`config.mk`:
```
export PLATFORM = sky130hd
export DESIGN_NAME = cmau_core
export DESIGN_NICKNAME = d
export VERILOG_FILES = /design/src/cmau_core.v
export VERILOG_INCLUDE_DIRS = /design/src /design/src/shared
export SDC_FILE = /design/constraint.sdc
export NUM_CORES = 1
export LEC_CHECK = 0
export BUFFER_PORTS_ARGS = -buffer_cell sky130_fd_sc_hd__buf_2
export CAP_MARGIN = 20
export CORE_ASPECT_RATIO = 1.75
export CORE_MARGIN = 2
export CORE_UTILIZATION = 59
export DETAILED_ROUTE_END_ITERATION = 10
export PLACE_DENSITY_LB_ADDON = 0.3
export SLEW_MARGIN = 20
export SYNTH_ARGS = -nofsm -noshare
export SYNTH_HDL_FRONTEND = slang
export SYNTH_SLANG_ARGS = --single-unit
```
`constraint.sdc`:
```
create_clock -name ref_clk -period 5.05 [get_ports ref_clk]
set_input_delay 0.7575 -clock ref_clk [delete_from_list [all_inputs] [get_ports ref_clk]]
set_output_delay 0.7575 -clock ref_clk [all_outputs]
set_load 0.005 [all_outputs]
```
`src/shared/cmau_defs.vh`:
```
// Register map, field positions, reset values and timing constants
`ifndef CMAU_DEFS_VH
`define CMAU_DEFS_VH

// ----------------------------------------------------------------
// Register indices (byte address is four times the index)
// ----------------------------------------------------------------
`define CMAU_IDX_P0_LOW    8'h82
`define CMAU_IDX_P0_HIGH   8'h83
`define CMAU_IDX_P1_LOW    8'h84
`define CMAU_IDX_P1_HIGH   8'h85
`define CMAU_IDX_SEL_CTRL  8'h86
`define CMAU_IDX_WAIT      8'h92
`define CMAU_IDX_P0_TOP    8'h93
`define CMAU_IDX_P1_TOP    8'h95
`define CMAU_IDX_ADDR_MODE 8'h9d
`define CMAU_IDX_PORT2     8'ha0
`define CMAU_IDX_RELOC     8'hc6
`define CMAU_IDX_IND_PAGE  8'hda
`define CMAU_IDX_IND_UPPER 8'hea
`define CMAU_IDX_GUARD     8'hc7
`define CMAU_IDX_STATUS    8'hc8

// ----------------------------------------------------------------
// Field positions
// ----------------------------------------------------------------
`define CMAU_SEL_BIT       0
`define CMAU_TOGGLE_BIT    5
`define CMAU_FIRST_DN_BIT  6
`define CMAU_SECOND_DN_BIT 7
`define CMAU_PAGE_SRC_BIT  3
`define CMAU_SEL_MASK      8'he1
`define CMAU_MODE_MASK     8'h0f
`define CMAU_WAIT_MASK     8'h0f

// ----------------------------------------------------------------
// Reset values and guard keys
// ----------------------------------------------------------------
`define CMAU_WAIT_RESET    8'h07
`define CMAU_ZERO_RESET    8'h00
`define CMAU_GUARD_KEY1    8'haa
`define CMAU_GUARD_KEY2    8'h55
`define CMAU_GUARD_WINDOW  3'h4
`define CMAU_RELOC_SHIFT   12

`endif

```
`src/cmau_core.v`:
```
// CPU memory access unit: fetch waits, dual pointers, data addressing
//
// Register access over Avalon-MM was decided locally.
`timescale 1ns/10ps
`include "cmau_defs.vh"

module cmau_core (
    // Clock and reset
    input  wire        ref_clk,
    input  wire        rstn,
    // Avalon-MM slave
    input  wire [9:0]  avs_address,
    input  wire        avs_read,
    input  wire        avs_write,
    input  wire [31:0] avs_writedata,
    input  wire [3:0]  avs_byteenable,
    output reg  [31:0] avs_readdata,
    output wire        avs_waitrequest,
    output reg  [1:0]  avs_response,
    // Program fetch request from CPU
    input  wire        fetch_req,
    input  wire [19:0] fetch_addr,
    output wire        fetch_stall,
    output reg         fetch_done,
    output reg  [7:0]  fetch_data,
    // Program flash
    output wire        flash_rd,
    output wire [19:0] flash_addr,
    input  wire [7:0]  flash_rdata,
    // Instruction flow controls
    input  wire        ptr_step,
    input  wire        ptr_used_done,
    input  wire        ext_move_ptr,
    input  wire        ext_move_reg,
    input  wire [7:0]  reg_index_val,
    // External data address
    output reg  [23:0] xdata_addr,
    output wire [23:0] extended_data_ram_base,
    output wire        second_pointer_active
);

// ----------------------------------------------------------------
// Registers
// ----------------------------------------------------------------
reg [7:0] pointer0_low_r;
reg [7:0] pointer0_high_r;
reg [7:0] pointer1_low_r;
reg [7:0] pointer1_high_r;
reg [7:0] pointer0_top_r;
reg [7:0] pointer1_top_r;
reg [7:0] pointer_select_ctrl_r;
reg [7:0] fetch_wait_states_r;
reg [7:0] addressing_mode_ctrl_r;
reg [7:0] port2_latch_r;
reg [7:0] indirect_page_register_r;
reg [7:0] indirect_upper_address_r;
reg [7:0] extended_data_ram_base_relocation_r;
reg [1:0] guard_state_r;
reg [2:0] guard_cnt_r;
reg       ack_r;

wire [7:0] idx = avs_address[9:2];
wire       req = (avs_read | avs_write) & ~ack_r;
wire       wr  = avs_write & ~ack_r & avs_byteenable[0];
wire       rd  = avs_read & ~ack_r;

// One wait cycle on every access
assign avs_waitrequest = (avs_read | avs_write) & ~ack_r;

wire sel_now     = pointer_select_ctrl_r[`CMAU_SEL_BIT];
wire toggle_on   = pointer_select_ctrl_r[`CMAU_TOGGLE_BIT];
wire first_down  = pointer_select_ctrl_r[`CMAU_FIRST_DN_BIT];
wire second_down = pointer_select_ctrl_r[`CMAU_SECOND_DN_BIT];
wire page_source_enable = addressing_mode_ctrl_r[`CMAU_PAGE_SRC_BIT];
wire guard_open  = (guard_cnt_r != 3'h0);

assign second_pointer_active = sel_now;

// ----------------------------------------------------------------
// Mapped index check
// ----------------------------------------------------------------
reg mapped;
always @* begin
    case (idx)
        `CMAU_IDX_P0_LOW, `CMAU_IDX_P0_HIGH, `CMAU_IDX_P1_LOW,
        `CMAU_IDX_P1_HIGH, `CMAU_IDX_SEL_CTRL, `CMAU_IDX_WAIT,
        `CMAU_IDX_P0_TOP, `CMAU_IDX_P1_TOP, `CMAU_IDX_ADDR_MODE,
        `CMAU_IDX_PORT2, `CMAU_IDX_RELOC, `CMAU_IDX_IND_PAGE,
        `CMAU_IDX_IND_UPPER, `CMAU_IDX_GUARD,
        `CMAU_IDX_STATUS: mapped = 1'b1;
        default:          mapped = 1'b0;
    endcase
end

// ----------------------------------------------------------------
// Pointer update values
// ----------------------------------------------------------------
wire [15:0] ptr0     = {pointer0_high_r, pointer0_low_r};
wire [15:0] ptr1     = {pointer1_high_r, pointer1_low_r};
wire [15:0] ptr0_nxt = first_down  ? ptr0 - 16'h0001
                                   : ptr0 + 16'h0001;
wire [15:0] ptr1_nxt = second_down ? ptr1 - 16'h0001
                                   : ptr1 + 16'h0001;
wire step0 = ptr_step & ~sel_now;
wire step1 = ptr_step & sel_now;

// ----------------------------------------------------------------
// Register writes and hardware updates
// ----------------------------------------------------------------
always @(posedge ref_clk or negedge rstn) begin
    if (!rstn) begin
        pointer0_low_r           <= `CMAU_ZERO_RESET;
        pointer0_high_r          <= `CMAU_ZERO_RESET;
        pointer1_low_r           <= `CMAU_ZERO_RESET;
        pointer1_high_r          <= `CMAU_ZERO_RESET;
        pointer0_top_r           <= `CMAU_ZERO_RESET;
        pointer1_top_r           <= `CMAU_ZERO_RESET;
        pointer_select_ctrl_r    <= `CMAU_ZERO_RESET;
        fetch_wait_states_r      <= `CMAU_WAIT_RESET;
        addressing_mode_ctrl_r   <= `CMAU_ZERO_RESET;
        port2_latch_r            <= 8'hff;
        indirect_page_register_r <= `CMAU_ZERO_RESET;
        indirect_upper_address_r <= `CMAU_ZERO_RESET;
        extended_data_ram_base_relocation_r   <= `CMAU_ZERO_RESET;
    end else begin
        if (wr) begin
            case (idx)
                `CMAU_IDX_P0_LOW:    pointer0_low_r  <= avs_writedata[7:0];
                `CMAU_IDX_P0_HIGH:   pointer0_high_r <= avs_writedata[7:0];
                `CMAU_IDX_P1_LOW:    pointer1_low_r  <= avs_writedata[7:0];
                `CMAU_IDX_P1_HIGH:   pointer1_high_r <= avs_writedata[7:0];
                `CMAU_IDX_P0_TOP:    pointer0_top_r  <= avs_writedata[7:0];
                `CMAU_IDX_P1_TOP:    pointer1_top_r  <= avs_writedata[7:0];
                `CMAU_IDX_SEL_CTRL:  pointer_select_ctrl_r <=
                    avs_writedata[7:0] & `CMAU_SEL_MASK;
                `CMAU_IDX_WAIT:      fetch_wait_states_r <=
                    avs_writedata[7:0] & `CMAU_WAIT_MASK;
                `CMAU_IDX_ADDR_MODE: addressing_mode_ctrl_r <=
                    avs_writedata[7:0] & `CMAU_MODE_MASK;
                `CMAU_IDX_PORT2:     port2_latch_r <= avs_writedata[7:0];
                `CMAU_IDX_IND_PAGE:
                    indirect_page_register_r <= avs_writedata[7:0];
                `CMAU_IDX_IND_UPPER:
                    indirect_upper_address_r <= avs_writedata[7:0];
                `CMAU_IDX_RELOC:
                    if (guard_open)
                        extended_data_ram_base_relocation_r <= avs_writedata[7:0];
                default: ;
            endcase
        end
        // Hardware step and toggle win over a same-cycle write
        if (step0)
            {pointer0_high_r, pointer0_low_r} <= ptr0_nxt;
        if (step1)
            {pointer1_high_r, pointer1_low_r} <= ptr1_nxt;
        if (ptr_used_done && toggle_on)
            pointer_select_ctrl_r[`CMAU_SEL_BIT] <= ~sel_now;
    end
end

// ----------------------------------------------------------------
// Timed-access guard: key1 then key2 opens a short window
// ----------------------------------------------------------------
always @(posedge ref_clk or negedge rstn) begin
    if (!rstn) begin
        guard_state_r <= 2'h0;
        guard_cnt_r   <= 3'h0;
    end else begin
        if (guard_cnt_r != 3'h0)
            guard_cnt_r <= guard_cnt_r - 3'h1;
        if (wr && idx == `CMAU_IDX_GUARD) begin
            if (avs_writedata[7:0] == `CMAU_GUARD_KEY1)
                guard_state_r <= 2'h1;
            else if (guard_state_r == 2'h1 &&
                     avs_writedata[7:0] == `CMAU_GUARD_KEY2) begin
                guard_state_r <= 2'h0;
                guard_cnt_r   <= `CMAU_GUARD_WINDOW;
            end else
                guard_state_r <= 2'h0;
        end else if (wr && idx == `CMAU_IDX_RELOC) begin
            guard_cnt_r <= 3'h0;
        end
    end
end

// ----------------------------------------------------------------
// Bus answer: one wait cycle, data from flops
// ----------------------------------------------------------------
reg [7:0] rd_mux;
always @* begin
    case (idx)
        `CMAU_IDX_P0_LOW:    rd_mux = pointer0_low_r;
        `CMAU_IDX_P0_HIGH:   rd_mux = pointer0_high_r;
        `CMAU_IDX_P1_LOW:    rd_mux = pointer1_low_r;
        `CMAU_IDX_P1_HIGH:   rd_mux = pointer1_high_r;
        `CMAU_IDX_SEL_CTRL:  rd_mux = pointer_select_ctrl_r;
        `CMAU_IDX_WAIT:      rd_mux = fetch_wait_states_r;
        `CMAU_IDX_P0_TOP:    rd_mux = pointer0_top_r;
        `CMAU_IDX_P1_TOP:    rd_mux = pointer1_top_r;
        `CMAU_IDX_ADDR_MODE: rd_mux = addressing_mode_ctrl_r;
        `CMAU_IDX_PORT2:     rd_mux = port2_latch_r;
        `CMAU_IDX_IND_PAGE:  rd_mux = indirect_page_register_r;
        `CMAU_IDX_IND_UPPER: rd_mux = indirect_upper_address_r;
        `CMAU_IDX_RELOC:     rd_mux = extended_data_ram_base_relocation_r;
        `CMAU_IDX_STATUS:    rd_mux = {5'h00, guard_open,
                                       fetch_stall, sel_now};
        default:             rd_mux = 8'h00;
    endcase
end

always @(posedge ref_clk or negedge rstn) begin
    if (!rstn) begin
        ack_r        <= 1'b0;
        avs_readdata <= 32'h0000_0000;
        avs_response <= 2'h0;
    end else begin
        ack_r <= req;
        if (req) begin
            avs_readdata <= rd ? {24'h000000, rd_mux} : 32'h0000_0000;
            avs_response <= mapped ? 2'h0 : 2'h3;
        end
    end
end

// ----------------------------------------------------------------
// Program fetch wait states
// ----------------------------------------------------------------
localparam FS_IDLE = 1'b0;
localparam FS_WAIT = 1'b1;
reg       fs_r;
reg [3:0] wait_cnt_r;
reg [3:0] wait_len_r;

wire       fetch_done_nxt = (fs_r == FS_WAIT) && (wait_cnt_r == wait_len_r);

assign fetch_stall = fetch_req & ~fetch_done_nxt;
assign flash_rd    = fetch_req;
assign flash_addr  = fetch_addr;

always @(posedge ref_clk or negedge rstn) begin
    if (!rstn) begin
        fs_r       <= FS_IDLE;
        wait_cnt_r <= 4'h0;
        wait_len_r <= 4'h0;
        fetch_done <= 1'b0;
        fetch_data <= 8'h00;
    end else begin
        fetch_done <= 1'b0;
        case (fs_r)
            FS_IDLE: begin
                if (fetch_req && !fetch_done) begin
                    fs_r       <= FS_WAIT;
                    wait_cnt_r <= 4'h0;
                    wait_len_r <= fetch_wait_states_r[3:0];
                end
            end
            FS_WAIT: begin
                if (wait_cnt_r == wait_len_r) begin
                    fs_r       <= FS_IDLE;
                    fetch_done <= 1'b1;
                    fetch_data <= flash_rdata;
                end else
                    wait_cnt_r <= wait_cnt_r + 4'h1;
            end
            default: fs_r <= FS_IDLE;
        endcase
    end
end

// ----------------------------------------------------------------
// External data address
// ----------------------------------------------------------------
always @* begin
    if (ext_move_ptr)
        xdata_addr = sel_now ? {pointer1_top_r, ptr1}
                             : {pointer0_top_r, ptr0};
    else if (ext_move_reg)
        xdata_addr = {indirect_upper_address_r,
                      page_source_enable ? indirect_page_register_r
                                         : port2_latch_r,
                      reg_index_val};
    else
        xdata_addr = 24'h000000;
end

assign extended_data_ram_base = {4'h0, extended_data_ram_base_relocation_r, 12'h000};

endmodule // cmau_core

```
**Word level (Yosys, flattened, before mapping)**

Index checks and enable logic that the tools add are counted.
W data, S select, Z words.

- Word-level logic and storage cells: 136
- Register bits: 150
- Output and inout bits: 115

- Muxes and demuxes: 39
- Equality and inequality tests: 21
- $add $sub $neg: 6
- Reductions and logical operators: 34
- Bitwise gates (word level): 12

Operators by type and width:

| cell | number |
|---|---|
| $eq A8 B8 Y1 const B | 16 |
| $mux W8 | 14 |
| $pmux W8 S14 | 1 |
| $mux W24 | 3 |
| $add A16 B1 Y16 const B | 2 |
| $mux W16 | 2 |
| $reduce_and A2 Y1 | 16 |
| $sub A16 B1 Y16 const B | 2 |
| $reduce_bool A2 Y1 | 8 |
| $mux W3 | 5 |
| $reduce_or A15 Y1 | 1 |
| $mux W1 | 9 |
| $eq A8 B7 Y1 const B | 1 |
| $mux W4 | 2 |
| $pmux W4 S2 | 1 |
| $and A1 B1 Y1 | 7 |
| $logic_and A1 B1 Y1 | 6 |
| $add A4 B1 Y4 const B | 1 |
| $eq A4 B4 Y1 | 1 |
| $ne A2 B2 Y1 const B | 2 |
| $not A1 Y1 | 4 |
| $reduce_and A3 Y1 | 1 |
| $reduce_bool A3 Y1 | 1 |
| $sub A3 B1 Y3 const B | 1 |
| other kinds (5) | 5 |

**Longest topological paths before layout**

- Depth after elaboration: 6
- Depth in mapped cells: 9
- Depth with buffers taken out: 9

**Worst setup path after synthesis**

No wires, ideal clock.

- Path type: input -> output
- From: input port ext_move_ptr
- To: output port xdata_addr[16]
- Arrival time: 1,689 ps
- Stages: 4
- Setup slack: 2,604 ps
- Cells stage by stage: clkbuf_1 > nor2b_1 > clkbuf_1 > a22o_1

- Word-level cells in the longest chain between the ends: 1

RTL lines:

| what | RTL line | text |
|---|---|---|
| from (decl) | cmau_core.v:33 | `input wire ext_move_ptr,` |
| $mux W24 | cmau_core.v:274 | `if (ext_move_ptr)` |
| to (decl) | cmau_core.v:37 | `output reg [23:0] xdata_addr,` |

No other way between the ends.

**Worst setup path after layout**

- From: register pointer_select_ctrl_r[6]
- To: register pointer0_high_r[7]

- Word-level cells in the longest chain between the ends: 2

RTL lines:

| what | RTL line | text |
|---|---|---|
| from (decl) | cmau_core.v:51 | `reg [7:0] pointer_select_ctrl_r;` |
| from (signal assigned) | cmau_core.v:118 | `` pointer_select_ctrl_r <= `CMAU_ZERO_RESET; `` |
| from (signal assigned) | cmau_core.v:134 | `` `CMAU_IDX_SEL_CTRL: pointer_select_ctrl_r <= `` |
| from (signal, indexed assignment) | cmau_core.v:157 | `` pointer_select_ctrl_r[`CMAU_SEL_BIT] <= ~sel_now; `` |
| $mux W16 | cmau_core.v:100 | `wire [15:0] ptr0_nxt = first_down ? ptr0 - 16'h0001` |
| $mux W8 | cmau_core.v:152 | `if (step0)` |
| to (signal assigned) | cmau_core.v:113 | `` pointer0_high_r <= `CMAU_ZERO_RESET; `` |
| to (signal assigned) | cmau_core.v:129 | `` `CMAU_IDX_P0_HIGH: pointer0_high_r <= avs_writedata[7:0]; `` |
| to (signal assigned) | cmau_core.v:153 | `{pointer0_high_r, pointer0_low_r} <= ptr0_nxt;` |
| to (decl) | cmau_core.v:46 | `reg [7:0] pointer0_high_r;` |

No other way between the ends.
A chain may end at the register's enable or synchronous reset.

==> metrics.md <==
| Metric | Value |
|---|---|
| Fin crit period | 3080 ps |
| Final ANT Viol Nets | 0 |
| CP arrival | 3400 ps |
| Final core utilization | 66.0% |
| First-pass GRT wire length | 38900 microns |
| RD Place Congestion | 0.992 |
| Leakage power | 0.00449 uW |
| Total power density per cell area | 483 nW/um^2 |
| CP Launch Type | flip-flop |
| Fmax | 325 MHz |
| Most frequent cells in the layout | 113 x dfrtp_1, 111 x nand2_1, 95 x buf_2 |
| Final hold vios | 0 |
| Worst Hold Endpoint | fetch_data[3] |
| Yosys warns | 0 |
| Largest family of logic cells by synthesized area | compound AO/OA/AOI/OAI gates |
| Worst Reg-to-Reg Cells | 8 |
| Initial antenna violation count | 0 |
| Via total after detailed routing | 7519 |
| Final period util | 60.9% |
| CP Cell Sequence | ha_1 > a2111oi_0 > o21ai_0 > a21oi_1 > a21oi_1 > xnor2_1 > a21oi_1 > o21a_1 |
| Ant. Diodes | 0 |
| Clock tree buffer depth | 2 |
| Post-synth top flop | dfrtp_1 |
| Final WL | 25700 microns |
| Detailed Routing Iterations Pass 1 | 6 |
| Worst Max-Slew Pin Slew | 1010 ps |
| DRC viols | 0 |
| CTS tree | built |
| Multi-input gate area in the final layout | 4970 sq um |
| Synth async-reset ratio | 100% |
| Port buffer count | 96 |
| Syn avg cell area | 9.44 sq um |
| H-tree depth | 4 |
| Row count | 58 |
| CTS resizes | 0 |
| Root Driver | clkbuf_16 |
| Max-cap violations | 0 |
| Hold Crit Depth | 2 |
| Crit path top cell by count | a21oi_1 |
| Filler cells | 1202 |
| Final setup violation count | 0 |
| Core area | 14400 sq um |
| Mux cell area share after synthesis | 16.2% |
| Hold wc startpoint | fetch_data[3] |
| Synth Instances | 917 |
| Number of synthesized register bits | 124 |
| Final Skew | 10.9 ps |
| Required @ worst endpoint | 5370 ps |
| Layout area overhead | 9.52% |
| Crit path max fanout | 17 |
| DR vias/cell | 6.45 |
| Initial core utilization | 60.3% |
| Largest net degree at the start of global routing | 82 |
| VDD IR max | 0.000238 V |
| Clock-pin slew on the worst setup and hold paths | 60 ps |
| Hold crit path type | flip-flop to flip-flop |
| Slew headroom | 32.9% |
| Simple-gate portion of the synthesized area | 15.2% |
| Share of cells above drive strength 1 | 25.9% |
| Clock sinks | 124 |
| Most common cell after layout, fill and taps aside | dfrtp_1 |
| Boundary Pins | 206 |
| Hold_buf cts | 0 |
| Worst setup EP type | flip-flop |
| Wirelength per Cell | 22.1 microns |
| Post-CTS Setup Inserts | 0 |
| Mapped cell area | 8660 sq um |
| Number of synthesized flops with an enable pin | 0 |
| Slew Viols, Final | 0 |
| Crit Path Category | flip-flop to flip-flop |
| Slowest stage delay, CP | 800 ps |
| Reg2reg start | pointer_select_ctrl_r[6] |
| Synth Area in Adders | 4.94% |
| Vias in the first global route | 7419 |
| DRT iter0 DRCs | 773 |
| Chip Width | 95.6 microns |
| Reg area | 3120 sq um |
| Total power | 4580 uW |
| Setup TNS | 0 ps |
| Nets | 1096 |
| Skew-Pair Late Insertion Delay | 430 ps |
| Die footprint | 15700 sq um |
| Die Ht | 164 microns |
| Worst R2R End | pointer0_high_r[7] |
| Compound-cell area share of the yosys netlist | 16.9% |
| Status | finished, final reports clean |
| Post-DP HPWL | 18600 microns |
| Critical Path Source | pointer_select_ctrl_r[6] |
| Num CTS Buffers | 17 |
| Xor/xnor share of the synthesized area | 2.43% |
| RSZ-0062 raised after global routing | no |
| Gr ovfl total | 0 |
| R2r setup slk | 1970 ps |
| Share of the yosys chip area belonging to registers | 36.0% |
| GRT Resource Usage Total | 33.3% |
| Critical Path Slowest Stage Cell | dfrtp_1 |
| Post-synth cell types | 74 |
-- Yosys cell counts, drive strengths merged, types with 4 or more instances --
master / instances / area share [%]
dfrtp: 113 / 33
mux2i: 33 / 3.8
nor2b: 13 / 0.94
mux2: 95 / 12
nand2b: 13 / 0.94
o21ai: 74 / 4.3
xnor2: 17 / 1.7
and3: 8 / 0.58
a22o: 17 / 1.7
o22ai: 9 / 0.65
clkbuf: 31 / 1.3
and2: 4 / 0.29
inv: 19 / 0.82
nand3: 24 / 1.7
nor2: 38 / 1.8
nor3b: 4 / 0.35
nand4: 4 / 0.29
a21oi: 47 / 2.7
buf: 73 / 6.1
xor2: 7 / 0.71
a22oi: 21 / 1.8
ha: 31 / 4.5
dfstp: 11 / 3.3
nand2: 113 / 5.0
or3: 8 / 0.58
a211oi: 12 / 1.0
o21a: 4 / 0.35
o211ai: 6 / 0.52
o31ai: 4 / 0.35
a32oi: 4 / 0.40
nor3: 8 / 0.59
a21o: 7 / 0.61
-- per-layer routing --
metal / vias to the layer above / global-route usage (%) / part of all wire [%]
met5: - / 0 / 0
met4: 0 / 26.4 / 8.9
met3: 147 / 6.51 / 8.3
met2: 449 / 56.2 / 49
met1: 3575 / 35.1 / 34
li1: 3348 / - / -
-- area by class of cell --
class	count	area share [%]
clock buffers	18	4.63
well taps	180	2.37
clock inverters	14	1.45
multi-input cells	708	52.4
flip-flops and latches	124	32.9
repair buffers	101	5.49
inverters	20	0.792
-- power by group --
| group | total, uW | switching (uW) | internal [uW] |
|---|---|---|---|
| Sequential | 1480 | 281 | 1200 |
| Clock | 1190 | 490 | 698 |
| Combinational | 1920 | 1070 | 845 |
-- worst max-delay path: cells and delay by family (launching register included) --
kind / cells / cell delay, ps
AOI/OAI and AO/OA: 6 / 1480
DFF: 1 / 800
xor gates and xnor gates: 1 / 270
adders and majority gates: 1 / 420
-- flip-flops by register name, summed over array words and instances, names as in the netlist, 8 cells and up --
| signal | flops |
|---|---|
| pointer0_low_r | 8 |
| indirect_page_register_r | 8 |
| avs_readdata | 8 |
| fetch_data | 8 |
| pointer1_low_r | 8 |
| port2_latch_r | 8 |
| pointer0_high_r | 8 |
| pointer1_high_r | 8 |
| extended_data_ram_base_relocation_r | 8 |
| pointer0_top_r | 8 |
| indirect_upper_address_r | 8 |
| pointer1_top_r | 8 |
-- cell families (layout without fill, tap and decap cells) --
kind of cell / count (synthesis) / after routing
AOI/OAI and AO/OA: 230 / 230
adders and majority gates: 33 / 33
xor gates and xnor gates: 24 / 24
and+or+nand+nor: 253 / 253
DFF: 124 / 124
muxes: 128 / 128
buffers and inverters: 124 / 153
other: 1 / 40
-- metrics by stage --
stage / std cells / hold WS (ps) / area [sq um] / worst slack (ps)
after global placement: 1133 / 451 / 8910 / 1900
after CTS: 1165 / 471 / 9480 / 2020
final: 1165 / 472 / 9480 / 1970
after detailed placement: 1133 / 457 / 8910 / 1830
after floorplan: 956 / 442 / 8800 / 2600
after global routing: 1165 / 508 / 9480 / 1730
-- worst max-delay path by stage --
stage	endpoint	slack, ps	cells past startpoint
after global placement	pointer0_top_r[7]	1900	6
final	pointer0_high_r[7]	1970	8
after detailed placement	pointer0_top_r[0]	1830	6
after floorplan	xdata_addr[16]	2600	4
after CTS	pointer0_high_r[7]	2020	8
after global routing	pointer0_high_r[7]	1730	8
Note: power is estimated with default switching activity, not from simulation.
